**config.mk**
```make
export PLATFORM = sky130hd
export DESIGN_NAME = cam_array_flat
export DESIGN_NICKNAME = d
export VERILOG_FILES = /design/src/rtl/cam_pkg.sv /design/src/rtl/cam_if.sv /design/src/rtl/cam_array.sv /design/src/flat_wrapper.sv
export SDC_FILE = /design/constraint.sdc
export NUM_CORES = 2
export LEC_CHECK = 0
export BUFFER_PORTS_ARGS = -buffer_cell sky130_fd_sc_hd__buf_2
export CAP_MARGIN = 20
export CORE_MARGIN = 3
export CORE_UTILIZATION = 50
export DETAILED_ROUTE_END_ITERATION = 7
export GPL_ROUTABILITY_DRIVEN = 0
export PLACE_DENSITY = 0.67
export RECOVER_POWER = 25
export SYNTH_ARGS = -nofsm -noshare
export SYNTH_HDL_FRONTEND = slang
export SYNTH_SLANG_ARGS = --single-unit
```
**constraint.sdc**
```tcl
create_clock -name clk -period 5.6 [get_ports clk]
set_clock_uncertainty 0.05 [all_clocks]
set_input_delay 0 -clock clk [delete_from_list [all_inputs] [get_ports clk]]
set_output_delay 0 -clock clk [all_outputs]
set_load 0.1 [all_outputs]
```
**src/rtl/cam_pkg.sv**
```systemverilog
`default_nettype none
package cam_pkg;
    // Search behaviour of the lookup array
    typedef enum logic [1:0] {
        MODE_SINGLE = 2'h0,
        MODE_MULTI = 2'h1,
        MODE_FAST = 2'h3
    } match_mode_e;

    // Default geometry
    localparam int DEF_WIDTH = 32;
    localparam int DEF_ENTRY_COUNT = 32;

    // Write lengths in clock cycles
    localparam logic [1:0] WR_CYC_PLAIN = 2'h2;
    localparam logic [1:0] WR_CYC_MASK = 2'h3;
    localparam logic [1:0] DEL_CYC = 2'h2;

    // Controller register byte offsets
    localparam logic [4:0] OFS_CMD = 5'h00;
    localparam logic [4:0] OFS_KEY = 5'h04;
    localparam logic [4:0] OFS_MASK = 5'h08;
    localparam logic [4:0] OFS_INDEX = 5'h0c;
    localparam logic [4:0] OFS_STATUS = 5'h10;
    localparam logic [4:0] OFS_MATCH = 5'h14;

    // Command register bits
    localparam int CMD_WRITE_BIT = 0;
    localparam int CMD_ERASE_BIT = 1;
    localparam int CMD_MASK_EN_BIT = 2;
    localparam int CMD_SEARCH_BIT = 3;
    localparam int CMD_NEXT_BIT = 4;

    // Status register fields
    localparam int ST_BUSY_BIT = 0;
    localparam int ST_HIT_BIT = 1;
    localparam int ST_COUNT_LSB = 8;
    localparam int ST_INDEX_LSB = 16;

    // Reset values
    localparam logic [31:0] KEY_RESET = 32'h0000_0000;
    localparam logic [31:0] MASK_RESET = 32'h0000_0000;
endpackage
`default_nettype wire

```
**src/rtl/cam_if.sv**
```systemverilog
`timescale 1ns/100ps
`default_nettype none
interface cam_if #(
    parameter int WIDTH = 32,
    parameter int ENTRY_COUNT = 32
);
    localparam int IDX_W = $clog2(ENTRY_COUNT);
    localparam int CNT_W = $clog2(ENTRY_COUNT + 1);

    // Host to array
    logic [WIDTH-1:0] key;
    logic [WIDTH-1:0] mask;
    logic mask_en;
    logic erase;
    logic wren;
    logic [IDX_W-1:0] wr_idx;
    logic first_req;
    logic next_req;
    logic in_clk_en;
    // Array to host
    logic hit;
    logic [IDX_W-1:0] match_idx;
    logic [ENTRY_COUNT-1:0] match_vec;
    logic [CNT_W-1:0] hit_count;
    logic rd_busy;
    logic wr_busy;

    modport host (
        output key, mask, mask_en, erase, wren, wr_idx, first_req, next_req, in_clk_en,
        input hit, match_idx, match_vec, hit_count, rd_busy, wr_busy
    );
    modport dev (
        input key, mask, mask_en, erase, wren, wr_idx, first_req, next_req, in_clk_en,
        output hit, match_idx, match_vec, hit_count, rd_busy, wr_busy
    );
endinterface
`default_nettype wire

```
**src/rtl/cam_array.sv**
```systemverilog
`timescale 1ns/100ps
`default_nettype none
// Summary of operation
// - Plain write lasts two held cycles
// - Masked write lasts three held cycles
// - Host holds request, index, key throughout write
// - Mask bit one means don't-care
// - Mask stored only when mask enable set
// - Erase plus write for two cycles deletes
// - Delete ignores key, mask, mask enable
// - Write request low during searches
// - Unregistered key held two full cycles
// - Single mode result after one cycle
// - Hit sets flag, index and vector bit
// - Single mode count is zero or one
// - Index width is ceil log2 entries
// - Match vector has one bit per entry
// - First request restarts search, lowest match
// - Next request steps to next match
// - Optional output register stage with enable
// - Separate async clear for the output register stage
// - Hold inputs while busy outputs high
// - Priority encoder derives index from vector
// - Hit and count from vector logic
// - Data one with mask one never matches
// - First lowest, next ascending indices
module cam_array
    import cam_pkg::*;
#(
    parameter int WIDTH = DEF_WIDTH,
    parameter int ENTRY_COUNT = DEF_ENTRY_COUNT,
    parameter match_mode_e MATCH_MODE = MODE_SINGLE,
    parameter bit OUT_REG = 1'b0
) (
    // Host side
    cam_if.dev link,
    // Clock and resets
    input wire logic clk,
    input wire logic rst_n,
    // Output stage controls
    input wire logic out_rst_n,
    input wire logic out_clk_en
);
    // Index and count widths; the count needs room for a full table
    localparam int IDX_W = $clog2(ENTRY_COUNT);
    localparam int CNT_W = $clog2(ENTRY_COUNT + 1);
    localparam bit MULTI = (MATCH_MODE == MODE_MULTI);
    localparam bit SINGLE = (MATCH_MODE == MODE_SINGLE);

    // Lowest set bit at or above start; found flag on top
    function automatic logic [IDX_W:0] first_from(input logic [ENTRY_COUNT-1:0] vec, input int start);
        logic [IDX_W:0] res;
        res = '0;
        for (int i = ENTRY_COUNT - 1; i >= 0; i--) begin
            if (vec[i] && i >= start) begin
                res = {1'b1, IDX_W'(i)};
            end
        end
        return res;
    endfunction

    // Number of set bits
    function automatic logic [CNT_W-1:0] ones(input logic [ENTRY_COUNT-1:0] vec);
        logic [CNT_W-1:0] n;
        n = '0;
        for (int i = 0; i < ENTRY_COUNT; i++) begin
            n = n + CNT_W'(vec[i]);
        end
        return n;
    endfunction

    // Stored pattern and don't-care planes
    logic [WIDTH-1:0] data_reg [ENTRY_COUNT];
    logic [WIDTH-1:0] dc_reg [ENTRY_COUNT];

    // Write counter and multiple-mode compare state
    logic [1:0] wr_cnt_reg;
    logic [WIDTH-1:0] key_reg;
    logic pend_reg;

    // Search results; a step moves only index and flag
    logic [ENTRY_COUNT-1:0] vec_reg;
    logic [IDX_W-1:0] idx_reg;
    logic found_reg;
    logic [CNT_W-1:0] count_reg;

    // Write sequencing
    wire [1:0] wr_len = link.erase ? DEL_CYC : (link.mask_en ? WR_CYC_MASK : WR_CYC_PLAIN);
    wire wr_last = link.wren && (wr_cnt_reg == wr_len - 2'h1);
    wire commit = link.in_clk_en && wr_last;
    wire [1:0] wr_cnt_next = !link.wren ? 2'h0 : (wr_last ? 2'h0 : wr_cnt_reg + 2'h1);
    // Delete stores the never-match pattern, key and mask unused
    wire [WIDTH-1:0] data_in = link.erase ? '1 : link.key;
    wire [WIDTH-1:0] dc_in = link.erase ? '1 : (link.mask_en ? link.mask : '0);

    // Write counter; holding wren past the last cycle starts another write
    always_ff @(posedge clk or negedge rst_n) begin
        if (!rst_n) begin
            wr_cnt_reg <= 2'h0;
        end else if (link.in_clk_en) begin
            wr_cnt_reg <= wr_cnt_next;
        end
    end

    // Storage; reset leaves every entry at never-match
    always_ff @(posedge clk or negedge rst_n) begin
        if (!rst_n) begin
            for (int i = 0; i < ENTRY_COUNT; i++) begin
                data_reg[i] <= '1;
                dc_reg[i] <= '1;
            end
        end else if (commit) begin
            data_reg[link.wr_idx] <= data_in;
            dc_reg[link.wr_idx] <= dc_in;
        end
    end

    // Search launch; a search is never taken while wren is high
    wire search_go = link.in_clk_en && !link.wren && (SINGLE || link.first_req);
    wire load_res = MULTI ? (link.in_clk_en && pend_reg) : search_go;
    wire step = !SINGLE && link.in_clk_en && link.next_req && !pend_reg && !search_go;
    wire [WIDTH-1:0] cmp_key = MULTI ? key_reg : link.key;

    // Parallel compare of every entry
    logic [ENTRY_COUNT-1:0] live_vec;
    always_comb begin
        for (int i = 0; i < ENTRY_COUNT; i++) begin
            live_vec[i] = ~|((data_reg[i] ^ cmp_key) & ~dc_reg[i])
                && ~|(data_reg[i] & dc_reg[i]);
        end
    end

    // Encoders outside the storage planes
    wire [IDX_W:0] first_hit = first_from(live_vec, 0);
    wire [IDX_W:0] next_hit = first_from(vec_reg, int'(idx_reg) + 1);
    wire [CNT_W-1:0] live_count = SINGLE ? CNT_W'(first_hit[IDX_W]) : ones(live_vec);

    // Multiple mode spends a second cycle on the compare
    always_ff @(posedge clk or negedge rst_n) begin
        if (!rst_n) begin
            pend_reg <= 1'b0;
            key_reg <= '0;
        end else if (link.in_clk_en) begin
            pend_reg <= MULTI && search_go;
            if (search_go) begin
                key_reg <= link.key;
            end
        end
    end

    // Result registers
    always_ff @(posedge clk or negedge rst_n) begin
        if (!rst_n) begin
            vec_reg <= '0;
            idx_reg <= '0;
            found_reg <= 1'b0;
            count_reg <= '0;
        end else if (load_res) begin
            vec_reg <= live_vec;
            idx_reg <= first_hit[IDX_W-1:0];
            found_reg <= first_hit[IDX_W];
            count_reg <= live_count;
        end else if (step) begin
            // Past the last match the flag drops and the index stays
            idx_reg <= next_hit[IDX_W] ? next_hit[IDX_W-1:0] : idx_reg;
            found_reg <= next_hit[IDX_W];
        end
    end

    // Optional output stage on its own clear and enable
    generate
        if (OUT_REG) begin : g_out
            logic [ENTRY_COUNT-1:0] vec_o_reg;
            logic [IDX_W-1:0] idx_o_reg;
            logic found_o_reg;
            logic [CNT_W-1:0] count_o_reg;
            always_ff @(posedge clk or negedge out_rst_n) begin
                if (!out_rst_n) begin
                    vec_o_reg <= '0;
                    idx_o_reg <= '0;
                    found_o_reg <= 1'b0;
                    count_o_reg <= '0;
                end else if (out_clk_en) begin
                    vec_o_reg <= vec_reg;
                    idx_o_reg <= idx_reg;
                    found_o_reg <= found_reg;
                    count_o_reg <= count_reg;
                end
            end
            assign link.match_vec = vec_o_reg;
            assign link.match_idx = idx_o_reg;
            assign link.hit = found_o_reg;
            assign link.hit_count = count_o_reg;
        end else begin : g_direct
            assign link.match_vec = vec_reg;
            assign link.match_idx = idx_reg;
            assign link.hit = found_reg;
            assign link.hit_count = count_reg;
        end
    endgenerate

    // Busy flags tell the host to hold its inputs
    // Write busy is combinational so the host can leave in the last cycle
    assign link.wr_busy = link.wren && !wr_last;
    assign link.rd_busy = pend_reg;
endmodule
`default_nettype wire

```
**src/flat_wrapper.sv**
```systemverilog
// flat-port wrapper written by rule: the top's interface ports become plain ports
module cam_array_flat import cam_pkg::*;
#(
    parameter int WIDTH = DEF_WIDTH,
    parameter int ENTRY_COUNT = DEF_ENTRY_COUNT,
    parameter match_mode_e MATCH_MODE = MODE_SINGLE,
    parameter bit OUT_REG = 1'b0
)
  (clk, rst_n, out_rst_n, out_clk_en, link_key, link_mask, link_mask_en, link_erase, link_wren, link_wr_idx, link_first_req, link_next_req, link_in_clk_en, link_hit, link_match_idx, link_match_vec, link_hit_count, link_rd_busy, link_wr_busy);
  cam_if #(.WIDTH(WIDTH), .ENTRY_COUNT(ENTRY_COUNT)) link_i ();
  input wire logic clk;
  input wire logic rst_n;
  input wire logic out_rst_n;
  input wire logic out_clk_en;
  input wire logic [$bits(link_i.key)-1:0] link_key;
  input wire logic [$bits(link_i.mask)-1:0] link_mask;
  input wire logic [$bits(link_i.mask_en)-1:0] link_mask_en;
  input wire logic [$bits(link_i.erase)-1:0] link_erase;
  input wire logic [$bits(link_i.wren)-1:0] link_wren;
  input wire logic [$bits(link_i.wr_idx)-1:0] link_wr_idx;
  input wire logic [$bits(link_i.first_req)-1:0] link_first_req;
  input wire logic [$bits(link_i.next_req)-1:0] link_next_req;
  input wire logic [$bits(link_i.in_clk_en)-1:0] link_in_clk_en;
  output wire logic [$bits(link_i.hit)-1:0] link_hit;
  output wire logic [$bits(link_i.match_idx)-1:0] link_match_idx;
  output wire logic [$bits(link_i.match_vec)-1:0] link_match_vec;
  output wire logic [$bits(link_i.hit_count)-1:0] link_hit_count;
  output wire logic [$bits(link_i.rd_busy)-1:0] link_rd_busy;
  output wire logic [$bits(link_i.wr_busy)-1:0] link_wr_busy;
  assign link_i.key = link_key;
  assign link_i.mask = link_mask;
  assign link_i.mask_en = link_mask_en;
  assign link_i.erase = link_erase;
  assign link_i.wren = link_wren;
  assign link_i.wr_idx = link_wr_idx;
  assign link_i.first_req = link_first_req;
  assign link_i.next_req = link_next_req;
  assign link_i.in_clk_en = link_in_clk_en;
  assign link_hit = link_i.hit;
  assign link_match_idx = link_i.match_idx;
  assign link_match_vec = link_i.match_vec;
  assign link_hit_count = link_i.hit_count;
  assign link_rd_busy = link_i.rd_busy;
  assign link_wr_busy = link_i.wr_busy;
  cam_array #(.WIDTH(WIDTH), .ENTRY_COUNT(ENTRY_COUNT), .MATCH_MODE(MATCH_MODE), .OUT_REG(OUT_REG)) u_core (.link(link_i), .clk(clk), .rst_n(rst_n), .out_rst_n(out_rst_n), .out_clk_en(out_clk_en));
endmodule
```
**After elaboration in Yosys (flattened, before gate mapping)**

Cells that the tools add are included.

- ROM bits: 0
- Output and inout bits: 46
- Bits in writable memories: 0
- Logic and storage cells: 412
- Register bits after elaboration: 2,088
- Memories: 0
- Input port bits: 79
- Bits in latches: 0

- Reductions and logical operators: 167
- Muxes and demuxes: 43
- $mul: 0
- $lt $le $gt $ge: 2
- Div/mod/pow operators: 0
- Shift operators: 0
- Bitwise operators: 129
- Add/subtract/negate cells: 2
- Eq/ne operators: 1

Operator list:

| cell | number |
|---|---|
| bitwise AND 32 bit | 64 |
| bitwise mux 1024 bit | 2 |
| OR reduction 32 bit | 64 |
| NOT 32 bit | 32 |
| bitwise XOR 32 bit | 32 |
| two-way mux 6 bit | 32 |
| demux 32 bit (select 5 bit) | 1 |
| two-way mux 32 bit | 4 |
| logical NOT 1 bit | 66 |
| logical AND 1 bit | 37 |
| >= comparator 6 bit, second input constant | 1 |
| < comparator 6 x 1 -> 1 bit, second input constant | 1 |
| two-way mux 2 bit | 3 |
| NOT 5 -> 6 bit | 1 |
| adder 2 x 1 -> 2 bit, second input constant | 1 |
| == test 2 bit | 1 |
| subtractor 2 x 1 -> 2 bit, second input constant | 1 |
| two-way mux 1 bit | 1 |

**Depth between registers and ports, before layout**

- Depth in word-level cells: 37
- Mapped depth: 13
- Mapped depth without buffers: 9

**Worst setup path after synthesis**

Ideal clock, no wire load.

- Kind: register -> register
- From: register u_core.data_reg[45] in the netlist's numbering
- To: register u_core.idx_reg[0], in the netlist u_core.link.match_idx[0]
- Data required time: 5,425 ps
- Period minus slack after synthesis: 2,879 ps
- Setup time: 125 ps
- Setup slack: 2,721 ps
- Path buffers: 0
- Data arrival time: 2,704 ps
- Stages on the path, launching flop included: 10
- Cells stage by stage: dfstp_2 -> xnor2_2 -> o22ai_1 -> or4_1 -> or4_1 -> or3_1 -> a211oi_2 -> o311ai_1 -> a311oi_2 -> nor3_2

- Cells in the longest elaborated chain, start to end: 36
- Elaborated cells between the ends (all ways): 39
- Classes of those cells: 31 x mux; 3 x bitwise; 5 x reduce/logical

Ends and longest elaborated chain:

| what | RTL line | text |
|---|---|---|
| start: declaration | cam_array.sv:73 | `logic [WIDTH-1:0] data_reg [ENTRY_COUNT];` |
| start signal: indexed assignment | cam_array.sv:113 | `data_reg[link.wr_idx] <= data_in;` |
| bitwise XOR 32 bit | cam_array.sv:128 | `live_vec[i] = ~\|((data_reg[i] ^ cmp_key) & ~dc_reg[i])` |
| bitwise AND 32 bit | cam_array.sv:128 |  |
| OR reduction 32 bit | cam_array.sv:128 |  |
| logical NOT 1 bit | cam_array.sv:128 |  |
| logical AND 1 bit (*) | cam_array.sv:129 | `&& ~\|(data_reg[i] & dc_reg[i]);` |
| two-way mux 6 bit (*) (31 in series) | cam_array.sv:55 | `if (vec[i] && i >= start) begin` |
| end signal: assignment | cam_array.sv:160 | `idx_reg <= first_hit[IDX_W-1:0];` |
| end signal: assignment | cam_array.sv:165 | `idx_reg <= next_hit[IDX_W] ? next_hit[IDX_W-1:0] : idx_reg;` |
| end: declaration | cam_array.sv:83 | `logic [IDX_W-1:0] idx_reg;` |

Every way passes the cells marked *; elsewhere a longest branch is shown, timed or not.
A chain may end at the register's enable or synchronous reset.

==> flow_summary.yaml <==
setup_path:
  cp_num_buf_inv: 3
  cp.arrival_ps: 5300
  r2r_end: "u_core.link.match_idx[1]$_DFFE_PN0P_"
  max_stage_delay_ps: 2490
  critical_path_class: "in2async"
  r2r-start: "u_core.data_reg[45]$_DFFE_PN1P_"
  crit_family: "buffers and inverters"
  cp_max_fo: 130
  path_cells: "dlygate4sd3_1 -> clkbuf_2 -> clkbuf_4"
  critPathCaptureType: "async pin"
  critPathLaunchType: "input port"
  r2r_cells: 9
  crit_required_ps: 6500
  crit_slowest_cell: "clkbuf_2"
  rrSetupSlack_ps: 1640
floorplanning:
  dieArea_um2: 197000
  die_w_um: 444
  rows: 160
  io-pin-count: 125
  coreArea_um2: 190000
  die_h_um: 444
  start_util_pct: 50.4
min_path:
  whs_endpoint: "u_core.dc_reg[517]$_DFFE_PN1P_"
  min_path_cells: 4
  hp-start: "link_mask[5]"
  min_path_type: "in2reg"
sta:
  tightest_slew_ps: 3890
  rsz0062_at_grt: "no"
  period_share_pct: 78.6
  setup_viol: 0
  whs_ps: 25.4
  maxSlewHeadroom_pct: -159
  period_minus_slack_ps: 4400
  finalHoldViolations: 0
  tns_ps: 0
  finalMaxSlewViolations: 565
  fmaxAchievable_mhz: 227
clock_network:
  cts.clk_slew.worst_paths_ps: 60
  cts_tree: "built"
  root_buffer: "clkbuf_16"
  cts_buffers: 206
  clock_path_buffers: 3
  clock_latency_ps: 860
  cts_setup_buffers: 0
  htreeDepth: 4
  clock_sinks: 2088
yosys:
  synthCells: 9672
  synthFlopType: "dfstp_2"
  synth_seq_area_share_pct: 57.1
  ys_ff_latch: 2088
  synth_warnings: 0
  avgSynthCellArea_um2: 9.92
  ys_types: 60
  synth_area_um2: 95900
  synthArstFlopShare_pct: 100
  synth_edf_count: 0
power_and_ir_drop:
  power.density_nw_per_um2: 354
  p_total_w: 0.0380
  peakVddDrop_uv: 353
  p_leak_nw: 37.9
drt:
  drtIter0Drc: 12700
  drc: 3
  wire_per_inst_um: 31.4
  viasPerCell: 6.53
  final_antenna_net_count: 0
  dr.pass1.iters: 8
  via_count: 79600
  routed_wl_mm: 383
cells_and_area:
  area_growth_pct: 11.7
  n_fill_cell: 16000
  final_layout_size_suffix_gt1_share_pct: 29.3
  nNetsFinal: 9542
grt:
  grt_pass1_wl_mm: 537
  grt_pass1_vias: 72900
  antenna_found_initial: 46
  grt_max_degree: 190
  overflow: 0
  grt_use_total_pct: 38.1
placed_design:
  dp_hpwl_mm: 215
  io_buffers: 114
outcome:
  status: "finished, violations left"
  violations: "design-rule violations, max-capacitance violations, max-slew violations"
flow_run:
  drv_cap: 7
-- cells by family after synthesis --
kind of cell / Yosys count / synth area share [%]
AOI/OAI and AO/OA: 3111 / 18.6
and+or+nand+nor: 2651 / 11.5
DFF: 2088 / 57.1
xor gates and xnor gates: 1018 / 9.32
buffers and inverters: 803 / 3.50
other: 1 / 0.00391
-- worst min-delay path, cell delays in order --
cell and delay, ps:
buf_2 120, a21oi_4 50, buf_4 440, a21oi_1 270
-- cells in the final DEF, fill, tap and decap left out, types with 79 or more instances in the layout --
master	synthesis	layout
a22o_1	102	102
o22ai_1	448	448
nor2_1	1111	1067
clkbuf_16	0	209
o21ai_0	1069	1069
a22oi_1	263	263
buf_2	75	79
a21oi_1	1061	1029
xnor2_1	1015	1015
a221oi_1	106	106
dfstp_2	2048	2048
nor4_1	100	96
buf_4	48	186
nand2_1	1136	1124
-- power breakdown --
group          leakage (nW)  internal [W]  switching (W)  total [W]
clock                  3.44       0.00822        0.00615     0.0144
sequential             21.7        0.0174        0.00123     0.0186
combinational          12.7       0.00177        0.00325    0.00502
total                  37.9        0.0274         0.0106     0.0380
-- worst max-delay path by stage --
stage | startpoint | end | slack [ps] | depth (start not counted)
6_report | rst_n | u_core.dc_reg[606]$_DFFE_PN1P_ | 1200 | 3
5_1_grt | rst_n | u_core.dc_reg[582]$_DFFE_PN1P_ | 870 | 3
4_1_cts | u_core.data_reg[45]$_DFFE_PN1P_ | u_core.link.match_idx[1]$_DFFE_PN0P_ | 1790 | 9
3_5_place_dp | link_key[12] | u_core.link.match_idx[1]$_DFFE_PN0P_ | 1640 | 10
3_3_place_gp | link_key[12] | u_core.link.match_idx[1]$_DFFE_PN0P_ | 1630 | 10
2_1_floorplan | u_core.data_reg[45]$_DFFE_PN1P_ | u_core.link.match_idx[0]$_DFFE_PN0P_ | 2720 | 9
-- area by class of cell --
cell class / count / area [um2] / area share (%)
diodes: 50 / 125 / 0.117
clock buffers: 314 / 6160 / 5.75
clock inverters: 68 / 805 / 0.751
inverters: 6 / 22.5 / 0.0210
multi-input cells: 6786 / 38700 / 36.1
flip-flops and latches: 2088 / 54800 / 51.2
well taps: 2511 / 3140 / 2.93
repair buffers: 375 / 3410 / 3.18
-- stage by stage --
stage                     cells  cell area [um2]  util, %  worst slack, ps
final                     12200           107000     56.3             1200
after detailed placement  11700            99200     52.1             1640
after global routing      12200           107000     56.2              866
after floorplan            9677            95900        -             2720
after global placement    11700            99200     52.1             1630
after CTS                 12100           107000     56.0             1790
-- per-layer routing --
layer / vias to the layer above / share of wire, % / GRT usage, %
met1: 39200 / 36 / 48.8
met2: 5824 / 43 / 55.6
met4: 8 / 7.8 / 28.1
met5: - / 0.015 / 0
met3: 1473 / 13 / 9.87
li1: 33200 / - / -
-- cells in the mapped netlist (7+ instances only) --
cell type	number	area share, %
nor2_1	1111	4.3
a22oi_1	263	2.1
a21oi_1	1061	5.5
o221ai_1	7	0.064
buf_4	48	0.38
buf_2	75	0.39
nor3_1	26	0.14
a22o_1	102	0.93
nand2_1	1136	4.4
dfrtp_1	40	1.0
and4_1	15	0.14
a222oi_1	13	0.14
nor4_1	100	0.65
o22ai_1	448	2.9
xnor2_1	1015	9.3
buf_6	9	0.11
o21ai_0	1069	5.6
clkbuf_1	636	2.5
buf_1	29	0.11
dfstp_2	2048	56
nand3_1	53	0.28
a221oi_1	106	0.97
o22a_1	7	0.064
nand4_1	69	0.45
nor2b_1	39	0.25
nand2b_1	20	0.13
or4_1	53	0.41
-- repair_timing --
action	4_1_cts	5_1_grt
endpoints found under the hold margin	561	47
gates resized for setup	0	0
hold buffers	42	5
(Power assumes the default switching activity.)
